--- src/ces_pkg.sv ---
// shared constants, register map and carrier types for the can event/status/interrupt block
`default_nettype none

package ces_pkg;

	// ==========================================================
	// sizes
	localparam int CES_NUM_MB = 8;
	localparam int CES_ADDR_W = 8;
	localparam int CES_DATA_W = 32;
	localparam int CES_CNT_W = 9;

	// ==========================================================
	// register offsets (byte addresses)
	localparam logic [CES_ADDR_W-1:0] CES_OFS_MODE = 8'h00;
	localparam logic [CES_ADDR_W-1:0] CES_OFS_IRQ_SET = 8'h04;
	localparam logic [CES_ADDR_W-1:0] CES_OFS_IRQ_CLR = 8'h08;
	localparam logic [CES_ADDR_W-1:0] CES_OFS_IRQ_MASK = 8'h0C;
	localparam logic [CES_ADDR_W-1:0] CES_OFS_STATUS = 8'h10;

	// ==========================================================
	// mode register fields
	localparam int CES_MODE_RETRY_DIS_BIT = 7;
	localparam int CES_MODE_SYNC_LSB = 24;
	localparam int CES_SYNC_W = 2;
	localparam logic CES_RETRY_DIS_RST = 1'h0;

	// ==========================================================
	// common layout of set, clear, mask and status words
	localparam int CES_SR_MB_LSB = 0;
	localparam int CES_SR_ERR_ACT = 16;
	localparam int CES_SR_WARN = 17;
	localparam int CES_SR_ERR_PAS = 18;
	localparam int CES_SR_BUS_OFF = 19;
	localparam int CES_SR_SLEEP = 20;
	localparam int CES_SR_WAKEUP = 21;
	localparam int CES_SR_TMR_OVF = 22;
	localparam int CES_SR_TSTAMP = 23;
	localparam int CES_SR_PERR_LSB = 24;
	localparam int CES_SR_RBSY = 29;
	localparam int CES_SR_TBSY = 30;
	localparam int CES_SR_OVLSY = 31;

	// bits that hold a mask flop; the rest read zero
	localparam logic [CES_DATA_W-1:0] CES_MASK_IMPL = 32'h1FFF_00FF;
	localparam logic [CES_DATA_W-1:0] CES_MASK_RST = 32'h0000_0000;
	localparam logic [CES_DATA_W-1:0] CES_WORD_ZERO = 32'h0000_0000;

	// ==========================================================
	// fault confinement limits
	localparam logic [CES_CNT_W-1:0] CES_WARN_LIMIT = 9'h060;
	localparam logic [CES_CNT_W-1:0] CES_PASSIVE_LIMIT = 9'h080;
	localparam logic [CES_CNT_W-1:0] CES_BUSOFF_LIMIT = 9'h100;

	// ==========================================================
	// types
	typedef enum logic [CES_SYNC_W-1:0] {
		CES_SYNC_POS2 = 2'b00,
		CES_SYNC_POS_NEG = 2'b01,
		CES_SYNC_POS1 = 2'b10,
		CES_SYNC_NONE = 2'b11
	} ces_sync_e;

	typedef struct packed {
		logic [CES_ADDR_W-1:0] addr;
		logic [CES_DATA_W-1:0] wdata;
		logic wr;
		logic rd;
	} ces_bus_s;

	// msb first, so the struct drops straight onto status bits 28..24
	typedef struct packed {
		logic bit_err;
		logic form_err;
		logic ack_err;
		logic stuff_err;
		logic crc_err;
	} ces_proto_err_s;

	typedef struct packed {
		logic [CES_NUM_MB-1:0] req_set;
		logic [CES_NUM_MB-1:0] arb_lost;
		logic [CES_NUM_MB-1:0] tx_done;
		logic [CES_NUM_MB-1:0] rx_done;
		logic [CES_NUM_MB-1:0] flag_clr;
	} ces_mb_evt_s;

	typedef struct packed {
		logic ovl_busy;
		logic tx_busy;
		logic rx_busy;
		logic wakeup;
		logic sleep;
	} ces_link_state_s;

endpackage : ces_pkg

`default_nettype wire

--- src/ces_rx_sync.sv ---
// selectable synchroniser for the can receive input
`timescale 1ns/1ps
`default_nettype none

module ces_rx_sync
	import ces_pkg::*;
(
	input wire logic clock, // core clock
	input wire logic sys_rst, // sync reset, active high
	input wire ces_pkg::ces_sync_e sel, // stage selection
	input wire logic rx_pin, // raw receive pin
	output logic rx_out // receive level to the core
);

	// ==========================================================
	// separate chains so each first stage feeds only its second
	logic pos2_a_reg;
	logic pos2_b_reg;
	logic mix_a_reg;
	logic mix_b_reg;
	logic one_reg;

	always_ff @(posedge clock) begin
		if (sys_rst) begin
			pos2_a_reg <= 1'h1;
			pos2_b_reg <= 1'h1;
			mix_a_reg <= 1'h1;
			one_reg <= 1'h1;
		end else begin
			pos2_a_reg <= rx_pin;
			pos2_b_reg <= pos2_a_reg;
			mix_a_reg <= rx_pin;
			one_reg <= rx_pin;
		end
	end

	// half-cycle second stage: less latency, less settling time
	always_ff @(negedge clock) begin
		if (sys_rst) begin
			mix_b_reg <= 1'h1;
		end else begin
			mix_b_reg <= mix_a_reg;
		end
	end

	always_comb begin
		unique case (sel)
			CES_SYNC_POS2: rx_out = pos2_b_reg;
			CES_SYNC_POS_NEG: rx_out = mix_b_reg;
			CES_SYNC_POS1: rx_out = one_reg;
			CES_SYNC_NONE: rx_out = rx_pin;
		endcase
	end

endmodule : ces_rx_sync

`default_nettype wire

--- src/ces_status_irq.sv ---
// can controller interrupt enable/mask/status, retry option and rx synchroniser selection
//
// Contract
// - retry allowed: lost arbitration keeps the mailbox transmit request pending
// - retry disabled: lost arbitration cancels request, raises abort and ready flags
// - sync select 0 two rising, 1 rising+falling, 2 one rising, else bypass
// - sync selection is write-only; its bits read back as zero
// - writing one to enable-set sets that mask bit; zero leaves it
// - writing one to enable-clear clears that mask bit; zero leaves it
// - mask view reads one per enabled source, zero per disabled
// - bits 16..23: error-active, warning, passive, bus-off, sleep, wakeup, overflow, timestamp
// - bits 24..28: crc, stuffing, acknowledge, form, bit error
// - status bits 0..7 report mailbox ready or abort flag set
// - error-active flag set exactly while neither passive nor bus-off
// - warning flag set while either error counter exceeds 96
// - passive flag set while either error counter is at least 128
// - bus-off flag set while transmit error counter is at least 256
// - protocol error and overflow flags clear when status is read
`timescale 1ns/1ps
`default_nettype none

module ces_status_irq
	import ces_pkg::*;
#(
	parameter int NUM_MB = CES_NUM_MB // number of mailboxes
) (
	input wire logic clock, // 40 MHz core clock
	input wire logic sys_rst, // sync reset, active high
	input wire ces_pkg::ces_bus_s bus, // register port request
	output logic [CES_DATA_W-1:0] rd_data, // read data, cycle after read
	output logic irq, // controller interrupt level
	input wire ces_pkg::ces_mb_evt_s mb_evt, // mailbox event pulses
	output logic [NUM_MB-1:0] mb_tx_pending, // transmit request pending
	output logic [NUM_MB-1:0] mb_ready_flag, // mailbox ready flag
	output logic [NUM_MB-1:0] mb_abort_flag, // mailbox abort flag
	input wire logic [CES_CNT_W-1:0] transmit_error_count, // tx error count
	input wire logic [CES_CNT_W-1:0] receive_error_count, // rx error count
	input wire logic timer_overflow_evt, // timer rolled over, pulse
	input wire logic timestamp_evt, // frame start/end seen, pulse
	input wire ces_pkg::ces_proto_err_s proto_err, // protocol error pulses
	input wire ces_pkg::ces_link_state_s link_state, // sleep/wakeup/busy levels
	input wire logic can_rx_pin, // raw receive pin
	output logic can_rx_synced, // receive level after sync
	output logic arbitration_retry_disable // retry option to the transmitter
);

	// ==========================================================
	// state
	typedef struct packed {
		logic [CES_DATA_W-1:0] mask;
		logic retry_dis;
		ces_sync_e sync_sel;
		logic [NUM_MB-1:0] pending;
		logic [NUM_MB-1:0] ready;
		logic [NUM_MB-1:0] abort;
		logic err_act;
		logic warn;
		logic err_pas;
		logic bus_off;
		logic tmr_ovf;
		logic tstamp;
		ces_proto_err_s perr;
		ces_link_state_s link;
		logic [CES_DATA_W-1:0] rdata;
		logic irq;
	} ces_state_s;

	ces_state_s st_reg;
	ces_state_s st_next;

	// ==========================================================
	// bus decode
	logic wr_mode;
	logic wr_set;
	logic wr_clr;
	logic wr_stat;
	logic rd_stat;

	assign wr_mode = bus.wr && (bus.addr == CES_OFS_MODE);
	assign wr_set = bus.wr && (bus.addr == CES_OFS_IRQ_SET);
	assign wr_clr = bus.wr && (bus.addr == CES_OFS_IRQ_CLR);
	assign wr_stat = bus.wr && (bus.addr == CES_OFS_STATUS);
	assign rd_stat = bus.rd && (bus.addr == CES_OFS_STATUS);

	// ==========================================================
	// per-mailbox request and flag logic
	logic [NUM_MB-1:0] pend_nx;
	logic [NUM_MB-1:0] ready_nx;
	logic [NUM_MB-1:0] abort_nx;

	genvar gi;
	generate
		for (gi = 0; gi < NUM_MB; gi++) begin : g_mb
			logic lost;
			logic drop;

			assign lost = mb_evt.arb_lost[gi] && st_reg.pending[gi];
			// cancel only when retry is off
			assign drop = lost && st_reg.retry_dis;

			// a fresh request wins over a same-cycle cancel or completion
			assign pend_nx[gi] = mb_evt.req_set[gi] ||
				(st_reg.pending[gi] && !drop && !mb_evt.tx_done[gi]);

			// set wins over the clear from a new mailbox command
			assign ready_nx[gi] = drop || mb_evt.tx_done[gi] ||
				mb_evt.rx_done[gi] ||
				(st_reg.ready[gi] && !mb_evt.flag_clr[gi]);

			assign abort_nx[gi] = drop ||
				(st_reg.abort[gi] && !mb_evt.flag_clr[gi]);
		end
	endgenerate

	// ==========================================================
	// fault confinement levels from the error counters
	logic warn_now;
	logic passive_now;
	logic busoff_now;

	assign warn_now = (transmit_error_count > CES_WARN_LIMIT) ||
		(receive_error_count > CES_WARN_LIMIT);
	assign passive_now = (transmit_error_count >= CES_PASSIVE_LIMIT) ||
		(receive_error_count >= CES_PASSIVE_LIMIT);
	assign busoff_now = transmit_error_count >= CES_BUSOFF_LIMIT;

	// ==========================================================
	// status word as seen by software
	logic [CES_DATA_W-1:0] status_word;

	always_comb begin
		status_word = CES_WORD_ZERO;
		status_word[CES_SR_MB_LSB +: NUM_MB] = st_reg.ready | st_reg.abort;
		status_word[CES_SR_ERR_ACT] = st_reg.err_act;
		status_word[CES_SR_WARN] = st_reg.warn;
		status_word[CES_SR_ERR_PAS] = st_reg.err_pas;
		status_word[CES_SR_BUS_OFF] = st_reg.bus_off;
		status_word[CES_SR_SLEEP] = st_reg.link.sleep;
		status_word[CES_SR_WAKEUP] = st_reg.link.wakeup;
		status_word[CES_SR_TMR_OVF] = st_reg.tmr_ovf;
		status_word[CES_SR_TSTAMP] = st_reg.tstamp;
		status_word[CES_SR_PERR_LSB +: $bits(ces_proto_err_s)] = st_reg.perr;
		status_word[CES_SR_RBSY] = st_reg.link.rx_busy;
		status_word[CES_SR_TBSY] = st_reg.link.tx_busy;
		status_word[CES_SR_OVLSY] = st_reg.link.ovl_busy;
	end

	// ==========================================================
	// sticky event flags
	// cleared by a status read, or by writing one to the status offset;
	// an event in the clearing cycle still lands
	logic [$bits(ces_proto_err_s)-1:0] perr_clr;
	logic tmr_ovf_clr;
	logic tstamp_clr;

	always_comb begin
		perr_clr = {$bits(ces_proto_err_s){rd_stat}} |
			({$bits(ces_proto_err_s){wr_stat}} &
			bus.wdata[CES_SR_PERR_LSB +: $bits(ces_proto_err_s)]);
		tmr_ovf_clr = rd_stat || (wr_stat && bus.wdata[CES_SR_TMR_OVF]);
		tstamp_clr = rd_stat || (wr_stat && bus.wdata[CES_SR_TSTAMP]);
	end

	// ==========================================================
	// read data, registered so it stands in the cycle after the strobe
	logic [CES_DATA_W-1:0] rd_word;

	always_comb begin
		rd_word = CES_WORD_ZERO;
		if (bus.rd) begin
			unique case (bus.addr)
				// sync selection is not readable: only the retry bit shows
				CES_OFS_MODE: rd_word[CES_MODE_RETRY_DIS_BIT] = st_reg.retry_dis;
				CES_OFS_IRQ_MASK: rd_word = st_reg.mask & CES_MASK_IMPL;
				CES_OFS_STATUS: rd_word = status_word;
				default: rd_word = CES_WORD_ZERO;
			endcase
		end
	end

	// ==========================================================
	// next state
	always_comb begin
		st_next = st_reg;

		// mode register
		if (wr_mode) begin
			st_next.retry_dis = bus.wdata[CES_MODE_RETRY_DIS_BIT];
			st_next.sync_sel = ces_sync_e'(bus.wdata[CES_MODE_SYNC_LSB +: CES_SYNC_W]);
		end

		// interrupt mask: set and clear registers touch only written ones
		if (wr_set) begin
			st_next.mask = st_reg.mask | (bus.wdata & CES_MASK_IMPL);
		end
		if (wr_clr) begin
			st_next.mask = st_reg.mask & ~bus.wdata;
		end

		// mailboxes
		st_next.pending = pend_nx;
		st_next.ready = ready_nx;
		st_next.abort = abort_nx;

		// level flags follow the counters, one cycle behind
		st_next.err_act = !passive_now && !busoff_now;
		st_next.warn = warn_now;
		st_next.err_pas = passive_now;
		st_next.bus_off = busoff_now;
		st_next.link = link_state;

		// sticky events
		st_next.tmr_ovf = timer_overflow_evt || (st_reg.tmr_ovf && !tmr_ovf_clr);
		st_next.tstamp = timestamp_evt || (st_reg.tstamp && !tstamp_clr);
		st_next.perr = proto_err | (st_reg.perr & ~perr_clr);

		// outputs
		st_next.rdata = rd_word;
		st_next.irq = |(status_word & st_reg.mask);
	end

	// ==========================================================
	// registers
	always_ff @(posedge clock) begin
		if (sys_rst) begin
			st_reg.mask <= CES_MASK_RST;
			st_reg.retry_dis <= CES_RETRY_DIS_RST;
			st_reg.sync_sel <= CES_SYNC_POS2;
			st_reg.pending <= '0;
			st_reg.ready <= '0;
			st_reg.abort <= '0;
			st_reg.err_act <= 1'h1;
			st_reg.warn <= 1'h0;
			st_reg.err_pas <= 1'h0;
			st_reg.bus_off <= 1'h0;
			st_reg.tmr_ovf <= 1'h0;
			st_reg.tstamp <= 1'h0;
			st_reg.perr <= '0;
			st_reg.link <= '0;
			st_reg.rdata <= CES_WORD_ZERO;
			st_reg.irq <= 1'h0;
		end else begin
			st_reg <= st_next;
		end
	end

	// ==========================================================
	// receive synchroniser
	ces_rx_sync u_rx_sync (
		.clock(clock),
		.sys_rst(sys_rst),
		.sel(st_reg.sync_sel),
		.rx_pin(can_rx_pin),
		.rx_out(can_rx_synced)
	);

	// ==========================================================
	// outputs
	assign rd_data = st_reg.rdata;
	assign irq = st_reg.irq;
	assign mb_tx_pending = st_reg.pending;
	assign mb_ready_flag = st_reg.ready;
	assign mb_abort_flag = st_reg.abort;
	assign arbitration_retry_disable = st_reg.retry_dis;

endmodule : ces_status_irq

`default_nettype wire

--- config.mk ---
export PLATFORM = sky130hd
export DESIGN_NAME = ces_status_irq
export DESIGN_NICKNAME = d
export VERILOG_FILES = /design/src/ces_pkg.sv /design/src/ces_rx_sync.sv /design/src/ces_status_irq.sv
export SDC_FILE = /design/constraint.sdc
export NUM_CORES = 1
export LEC_CHECK = 0
export BUFFER_PORTS_ARGS = -buffer_cell sky130_fd_sc_hd__buf_2
export CELL_PAD_IN_SITES_DETAIL_PLACEMENT = 1
export CELL_PAD_IN_SITES_GLOBAL_PLACEMENT = 1
export CORE_MARGIN = 2
export CORE_UTILIZATION = 37
export CTS_CLUSTER_SIZE = 14
export DETAILED_ROUTE_END_ITERATION = 16
export PLACE_DENSITY = 0.83
export SYNTH_ARGS = -nofsm -noshare
export SYNTH_HDL_FRONTEND = slang
export SYNTH_SLANG_ARGS = --single-unit
--- constraint.sdc ---
create_clock -name clock -period 3.1 [get_ports clock]
set_clock_uncertainty 0.15 [all_clocks]
set_input_delay 0.155 -clock clock [delete_from_list [all_inputs] [get_ports clock]]
set_output_delay 0.155 -clock clock [all_outputs]
set_load 0.1 [all_outputs]
# --- Word-level counts from Yosys, hierarchy flattened ---
# Cells that the tools add are included.
# Widths: inputs -> output; s select.
totals:
  reg_bits: 111
  input_bits: 115
classes:
  n_lt_le_gt_ge: 5
  n_eq_ne: 7
  mux: 7
  bitwise_logic: 11
  n_reduce_logical: 137
ops:
  columns: ["op", "n"]
  rows:
  - ["$and 32x32->32", 2]
  - ["$mux 32", 2]
  - ["$logic_and 1x1->1", 58]
  - ["$pmux 24 s2", 1]
  - ["$logic_or 1x1->1", 46]
  - ["$not 32->32", 1]
  - ["$or 32x29->32", 1]
  - ["$reduce_or 32->1", 1]
  - ["$logic_not 1->1", 28]
  - ["$ge 9x8->1 const B", 2]
  - ["$gt 9x7->1 const B", 2]
  - ["$eq 8x4->1 const B", 2]
  - ["$pmux 7 s2", 1]
  - ["$and 5x5->5", 2]
  - ["$or 5x5->5", 2]
  - ["$ge 9x9->1 const B", 1]
  - ["$eq 8x3->1 const B", 1]
  - ["$eq 8x5->1 const B", 1]
  - ["$logic_not 8->1", 1]
  - ["$or 8x8->8", 1]
  - ["$not 5->5", 1]
  - ["$eq 2x2->1 const B", 2]
  - ["$pmux 1 s4", 1]
  - ["$pmux 1 s3", 1]
  - ["6 further kinds", 6]

# --- Longest topological paths before layout ---
# Gate-level depths: netlist of the first run.
logic_depth:
  word_depth: 7
  mapped_depth: 6
  mapped_depth_nobuf: 4

# --- Cells and area by module ---
# Synthesis of the first run repeated with hierarchy kept, for this count alone.
unflattened:
  cells_unflattened: 429
  hier_area_um2: 4057.6
by_module_without_submodules:
  columns: ["module", "n_inst", "cells_per_inst", "area_each_um2"]
  rows:
  - ["ces_status_irq", 1, 422, 3958.8]
  - ["ces_rx_sync", 1, 7, 98.8]

==> results of run 1 <==
-- power groups by stage --
| stage | clock network (uW) | registers, uW | logic, uW |
|---|---|---|---|
| 6_report | 1010 | 1280 | 433 |
| 5_1_grt | 1070 | 1280 | 457 |
| 4_1_cts | 1010 | 1280 | 421 |
| 3_5_place_dp | 4.04 | 1300 | 336 |
| 3_3_place_gp | 4.04 | 1300 | 325 |
| 2_1_floorplan | 4.04 | 1300 | 246 |
-- what timing repair did --
item,in CTS,in global routing
setup endpoints to repair,1,1
hold buffers,89,0
resized for setup,2,0
hold endpoints to repair,67,0
-- area by class of cell --
| class | instances | area [sq um] | area share [%] |
|---|---|---|---|
| Sequential cell | 95 | 1900 | 33.6 |
| Timing Repair Buffer | 250 | 1710 | 30.3 |
| Multi-Input combinational cell | 246 | 1550 | 27.4 |
| Tap cell | 140 | 175 | 3.10 |
| Clock buffer | 10 | 138 | 2.43 |
| Clock inverter | 7 | 111 | 1.97 |
| Inverter | 16 | 60.1 | 1.06 |
| Antenna cell | 2 | 5.00 | 0.0885 |
-- critical path: stages (launching register included) --
cell and delay [ns]:
dfxtp_1 0.29, mux4_2 0.46, buf_6 0.20
-- cell usage after synthesis (all sizes together) (3+ instances only) --
master / number
dfxtp: 95
a21oi: 70
buf: 68
nor2: 36
o21ai: 22
a211oi: 21
inv: 17
a22oi: 15
clkbuf: 11
nand2: 11
a31oi: 9
a32oi: 8
nor2b: 7
and3: 5
nand2b: 4
a221oi: 3
a22o: 3
mux2i: 3
nor4: 3
-- cells by family after synthesis --
logic type                count (synthesis)
and+or+nand+nor                          78
DFF                                      95
xor gates and xnor gates                  1
AOI/OAI and AO/OA                       155
buffers and inverters                    96
other                                     1
muxes                                     4
-- final timing paths --
check                            start          endpoint  slack [ns]
max                u_rx_sync.mix_b_reg     can_rx_synced       -0.10
min                         mb_evt[19]  mb_tx_pending[3]        0.01
max reg2reg  arbitration_retry_disable  mb_ready_flag[5]        0.37
min reg2reg                st_reg[105]       st_reg[105]        0.31
-- per-stage QoR --
| stage | utilization, % | setup WS [ns] | std cells | instance area (sq um) | TNS [ns] |
|---|---|---|---|---|---|
| after global routing | 52.6 | -0.139 | 765 | 5650 | -0.139 |
| after detailed placement | 41.9 | 0.217 | 659 | 4510 | 0 |
| final | 52.6 | -0.104 | 766 | 5650 | -0.104 |
| after floorplan | - | 0.256 | 437 | 4060 | 0 |
| after global placement | 41.9 | 0.207 | 659 | 4510 | 0 |
| after CTS | 52.6 | -0.119 | 764 | 5650 | -0.119 |
-- per-layer routing --
| metal | vias to the layer above | global-route usage (%) |
|---|---|---|
| met5 | - | 0 |
| met4 | 0 | 13.7 |
| met1 | 1957 | 27.5 |
| met3 | 43 | 4.04 |
| li1 | 1844 | - |
| met2 | 174 | 48.4 |
==> impl_results.md, run 1 <==
- Psw: 752 uW
- Clock power share: 37.0%
- Crit path capture type: output pin
- Tightest Pin Transition: 0.894 ns
- Largest area contributor in the netlist: dfxtp_1
- Synth Instances: 430
- Max layer used: met4
- WL/cell: 19.7 microns
- DR pass1 iterations: 5
- Hold depth: 4
- Core Area: 0.0107 sq mm
- DR iter-0 viols: 213
- VDD IR max: 186 uV
- Worst min path class: input pin to flip-flop
- Most common cell after layout, fill and taps aside: buf_2
- Worst Hold Slack: 0.0129 ns
- Initial core utilization: 37.5%
- Main combinational cell family by area after synthesis: compound AO/OA/AOI/OAI gates
- Clk buf depth: 2
- Syn avg cell area: 9.37 sq um
- Core Rows: 38
- GRT overflow: 0
- Failing checks: setup timing
- Max cap viols: 0
- Synth area leaders: dfxtp_1, buf_4, a21oi_1
- Die ar.: 0.0117 sq mm
- Outcome: complete, but fails checks
- Port bufs: 157
- Internal Pwr Total: 1960 uW
- Pwr/cell area: 481 mW/mm^2
- Primary FF master, synth: dfxtp_1
- Most frequent cells in the layout: buf_2, dfxtp_1, dlygate4sd3_1, a21oi_1, nor2_1
- Largest net degree at the start of global routing: 71
- Post-Synth Adder-Cell Area: 0%
- CTS tree: done
- DP HPWL: 8.72 mm
- Yosys cell types: 41
- Num CTS Buffers: 9
- Width of the chip: 108 microns
- Die H: 108 microns
- Clk slew on worst S/H paths: 0.10 ns
- CP Data Arrival Time: 2.90 ns
- Share of layout cells above drive strength 1: 32.9%
- Multiplexer area fraction after synthesis: 1.30%
- Synth Register Bits: 95
- Antenna violations before repair: 2
- Residual DRC: 0
- Sequential Power Share: 47.0%
- Met3 wire length: 814 microns
- Total Routed Length: 15.1 mm
- Yosys top cell area share: 47.2%
- Via density: 5.25
- Met2 routed WL: 8.14 mm
- H-tree levels: 3
- Post-synthesis cell area: 0.00403 sq mm
- Placer congestion estimate: 0.834
- Switching share of power: 27.7%
- RSZ-0062 raised after global routing: yes
- CTS Sinks: 95
- Total chip power: 2720 uW
- Synth Area in Compound Gates: 25.8%
- First-pass GRT wire length: 22.9 mm
- Final hold vios: 0
- Total track usage: 25.8%
- Post-CTS Setup Bufs: 0
- Combinational fraction of design power: 16.0%
- Area Growth Syn to Fin: 40.3%
- Total number of vias: 4018
- Post-synthesis async set-or-reset flop share: 0%
- R2R depth: 4
- Vias in the first global route: 4529
- Headroom to the max-slew limit: 40.3%
- Worst Path Required: 2.79 ns
- Nets@finish: 734
- Final ANT Viol Nets: 0
- Setup CP Type: flip-flop to output pin
- Simple-gate share of the synthesized area: 10.4%
- EDFF count, synth: 0
- XOR/XNOR share of the synthesized area: 0.217%
- Fin. max-slew vios: 0
- Later-pin clock latency in the skew report: 0.35 ns
- Ports: 174
- Critical Path Fanout Max: 1
- Layout filler cell count: 1264
- Leak Pwr: 0.00242 uW
- Sequential share of the synthesized area: 47.2%
- Root buffer cell: clkbuf_8
- Critical path startpoint category: flip-flop
- Final WS setup: -0.104 ns
- Final setup vio count: 1
- M1 WL: 5.56 mm
- YS warnings: 0
Power figures use the tool's default switching activity.
==> run 2, diff against run 1 <==
==> constraint.sdc (replaced) <==
create_clock -name clock -period 4.1 [get_ports clock]
set_clock_uncertainty 0.15 [all_clocks]
set_input_delay 0.205 -clock clock [delete_from_list [all_inputs] [get_ports clock]]
set_output_delay 0.205 -clock clock [all_outputs]
set_load 0.1 [all_outputs]
==> run 2 against run 1 <==
Against the previous run: the flow now finishes without violations; total power fell by 27%; utilization shrank 2.2 points; die area did not move; clock-buffer cell count increased by 1; sequential power down 25%; first-iteration DRC count shrank 37%; clock power decreased by 30%; non-clock buffer count is 21 lower; setup slack gained 0.35 ns; largest power group unchanged; register-to-register slack improved by 0.83 ns.
==> impl_results.md, run 2 (same netlist as run 1, synthesis figures left out) <==
- Outcome: complete, no violations
- Final Core Density: 50.4%
- Most common cell after layout, fill and taps aside: buf_2
- Width of the chip: 108 microns
- Port bufs: 157
- CP Data Arrival Time: 3.50 ns
- Cell Chain, Critical Path: mux4_2 > buf_2
- Largest net degree at the start of global routing: 71
- Clk slew on worst S/H paths: 0.09 ns
- Total track usage: 22.7%
- CTS tree: done
- Total chip power: 1990 uW
- GRT overflow: 0
- Final hold vios: 0
- First-pass GRT wire length: 20.3 mm
- # resized after CTS: 0
- Share of layout cells above drive strength 1: 33.6%
- Final setup vio count: 0
- Setup Total Neg Slack: 0 ns
- Nets@finish: 713
- Final Cell Area: 0.00542 sq mm
- Crit path capture type: output pin
- Num CTS Buffers: 9
- Max cap viols: 0
- Final ANT Viol Nets: 0
- VDD IR max: 217 uV
- Via density: 5.14
- Vias in the first global route: 3924
- DP HPWL: 8.55 mm
- Ports: 174
- Placer congestion estimate: 0.834
- Placed cell areas: 0.00449 sq mm
- Most frequent cells in the layout: buf_2, dfxtp_1, dlygate4sd3_1, a21oi_1, nor2_1
- DR pass1 iterations: 4
- H-tree levels: 3
- Clk buf depth: 2
- Core Area: 0.0107 sq mm
- Later-pin clock latency in the skew report: 0.35 ns
- Pwr/cell area: 367 mW/mm^2
- Total Routed Length: 13.4 mm
- DR iter-0 viols: 134
- Total number of vias: 3811
- Worst min path class: input pin to flip-flop
- Largest stage delay, worst path: 0.45 ns
- Critical path startpoint category: flip-flop
- Headroom to the max-slew limit: 35.3%
- Area Growth Syn to Fin: 34.5%
- CP max stage cell: mux4_2
- ANT cells: 0
- Antenna violations before repair: 1
- Core Rows: 38
- Die H: 108 microns
- Worst Path Required: 3.74 ns
- Delay-heaviest family, CP: multiplexers
- Hold-fix buffers at CTS: 70
- CTS Sinks: 95
- Post-CTS Setup Bufs: 0
- RSZ-0062 raised after global routing: no
- Leak Pwr: 0.00234 uW
- Initial core utilization: 37.5%
- Tightest Pin Transition: 0.970 ns
- Critical Path Fanout Max: 1
- Die ar.: 0.0117 sq mm
- Root buffer cell: clkbuf_8
- Buf/Inv on CP: 1
- WL/cell: 18.0 microns
- Fin. max-slew vios: 0
- Residual DRC: 0
- Setup CP Type: flip-flop to output pin
## run 2: changes by cell type in the layout (fill, tap and decap cells not counted), sizes merged
cell	previous run	this run
diode	2	0
clkinvlp	1	0
inv	17	18
clkbuf	10	11
dlygate4sd3	89	70
buf	161	159
bufinv	3	2
clkinv	2	1
## run 2: final timing paths
kind                                       endpoint  slack, ns                   start  cells after the start
worst min register to register          st_reg[105]       0.31             st_reg[105]                      2
worst min-delay path                     st_reg[47]      0.002  receive_error_count[8]                      3
worst max register to register  u_rx_sync.mix_b_reg       1.20     u_rx_sync.mix_a_reg                      1
worst max-delay path                  can_rx_synced       0.25     u_rx_sync.mix_b_reg                      2
## run 2: per-stage QoR
stage | cells | setup slack (ns) | hold slack (ns)
2_1_floorplan | 437 | 0.706 | 0.143
3_3_place_gp | 657 | 0.662 | 0.237
3_5_place_dp | 657 | 0.640 | 0.239
4_1_cts | 742 | 0.231 | 0.00153
5_1_grt | 742 | 0.205 | 0.000313
6_report | 742 | 0.250 | 0.00216
## run 2: routing by layer
layer	track usage, %	routed length [microns]	up-vias
met3	3.07	625	24
met1	26.7	5330	1864
met4	8.52	327	0
met2	41.8	7090	125
li1	-	-	1798
met5	0	0	-
## run 2: cell type report
type,count,area [sq um]
repair buffers,229,1500
inverters,16,60.1
flip-flops and latches,95,1900
clock buffers,11,151
well taps,140,175
clock inverters,5,81.3
fillers,1271,5330
multi-input cells,246,1550
## run 2: report_power, final
part / switching [uW] / total [uW] / internal (uW)
sequential: 20.8 / 966 / 945
combinational: 201 / 310 / 109
clock: 332 / 711 / 379
total: 555 / 1990 / 1430
==> run 3, diff against run 2 <==
==> constraint.sdc (replaced) <==
create_clock -name clock -period 4.1 [get_ports clock]
set_clock_uncertainty 0.15 [all_clocks]
set_input_delay 0 -clock clock [delete_from_list [all_inputs] [get_ports clock]]
set_output_delay 0 -clock clock [all_outputs]
set_load 0.1 [all_outputs]
==> run 3 against run 2 <==
Against the previous run: clock power shrank 11%; setup slack gained 0.19 ns; highest routed layer unchanged; critical path type unchanged; worst hold slack lost 0.00081 ns; combinational power grew 10%.
==> impl_results.md, run 3 (same netlist as run 1, synthesis figures left out) <==
- GRT overflow: 0
- CTS Sinks: 95
- Largest net degree at the start of global routing: 71
- Clk slew on worst S/H paths: 0.10 ns
- CP max stage cell: mux4_2
- Fin. max-slew vios: 0
- Clk buf depth: 2
- Met2 usage: 48.7%
- WL/cell: 19.7 microns
- Post-CTS Setup Bufs: 0
- Placer congestion estimate: 0.835
- Area Growth Syn to Fin: 42.9%
- Ports: 174
- DP HPWL: 8.46 mm
- Worst Path Required: 3.95 ns
- Internal Pwr Total: 1350 uW
- Antenna violations before repair: 0
- VDD IR max: 154 uV
- FF-to-FF setup slack: 1.19 ns
- Pwr/cell area: 337 mW/mm^2
- Placed cell areas: 0.00449 sq mm
- Setup Total Neg Slack: 0 ns
- CTS tree: done
- Combinational fraction of design power: 17.6%
- Buf/Inv on CP: 1
- Initial core utilization: 37.5%
- Critical path startpoint category: flip-flop
- Later-pin clock latency in the skew report: 0.38 ns
- Max cap viols: 0
- Worst min path class: input pin to flip-flop
- Residual DRC: 0
- Final ANT Viol Nets: 0
- Most frequent cells in the layout: buf_2, dlygate4sd3_1, dfxtp_1, a21oi_1, nor2_1
- Busiest grt layer: met2
- Critical Path Fanout Max: 1
- Share of layout cells above drive strength 1: 31.6%
- Final hold vios: 0
- Total number of vias: 4147
- Delay-heaviest family, CP: multiplexers
- DR iter-0 viols: 293
- RSZ-0062 raised after global routing: no
- Psw: 591 uW
- Cell Chain, Critical Path: mux4_2 > buf_2
- Met1 Use GR: 28.0%
- Width of the chip: 108 microns
- Outcome: complete, no violations
- Port bufs: 157
- Largest stage delay, worst path: 0.44 ns
- Most common cell after layout, fill and taps aside: buf_2
- Total track usage: 26.3%
- Final setup vio count: 0
- Switching share of power: 30.4%
- Root buffer cell: clkbuf_8
- Num CTS Buffers: 9
- Nets@finish: 750
- Tightest Pin Transition: 0.990 ns
- Leak Pwr: 0.00247 uW
- Die ar.: 0.0117 sq mm
- Core Rows: 38
- Setup CP Type: flip-flop to output pin
- Sequential Power Share: 49.8%
- Worst Hold Slack: 0.00134 ns
- Clock power share: 32.6%
- Die H: 108 microns
- H-tree levels: 3
- Via density: 5.30
- Headroom to the max-slew limit: 34.0%
- Crit path capture type: output pin
- Final Cell Area: 0.00576 sq mm
- Vias in the first global route: 4435
- CP Data Arrival Time: 3.51 ns
- Core Area: 0.0107 sq mm
- Met3 usage: 4.76%
- DR pass1 iterations: 4
- Total Routed Length: 15.4 mm
- First-pass GRT wire length: 23.4 mm
## run 3: cell types whose count changed in the layout (fill, tap and decap cells not counted), moves of 2 or more
cell	before	now
diode_2	0	2
dlygate4sd3_1	70	107
bufinv_16	2	0
clkinv_2	0	2
## run 3: power by group through the flow
stage                     clock (uW)  sequential (uW)  combinational, uW
final                            633              967                342
after global placement          3.05              984                246
after floorplan                 3.05              980                186
after global routing             679              970                360
after CTS                        624              964                329
after detailed placement        3.05              986                252
## run 3: stage by stage
step                      utilization, %  worst slack (ns)  total power [uW]  std cells
after floorplan                        -             0.911              1170        437
after global placement              41.8             0.868              1230        657
after detailed placement            41.8             0.882              1240        657
after CTS                           53.5             0.437              1920        780
after global routing                53.5             0.417              2010        780
final                               53.6             0.444              1940        782
## run 3: worst min-delay path, cell delays in order
cell and delay, ns:
buf_2 0.16, nor3_4 0.11, a211oi_2 0.21
## run 3: final timing paths
kind | startpoint | endpoint | cells after the start
max | u_rx_sync.mix_b_reg | can_rx_synced | 2
min | bus[36] | flip-flop | 3
max reg2reg | u_rx_sync.mix_a_reg | u_rx_sync.mix_b_reg | 1
min reg2reg | st_reg[105] | st_reg[105] | 2
## run 3: what timing repair did
action                    4_1_cts  5_1_grt
hold endpoints to repair       70        0
gates resized for setup         0        0
hold buffers                  107        0
## run 3: layer usage
metal,part of all wire [%],vias to the layer above
met5,0,-
met4,4.6,0
met3,5.1,60
met2,53,183
met1,37,2028
li1,-,1876
## run 3: area by class of cell
cell class	count	area, sq um
fillers	1279	4990
flip-flops and latches	95	1900
repair buffers	266	1870
multi-input cells	246	1550
well taps	140	175
clock buffers	12	166
inverters	16	60.1
clock inverters	5	28.8
diodes	2	5.00
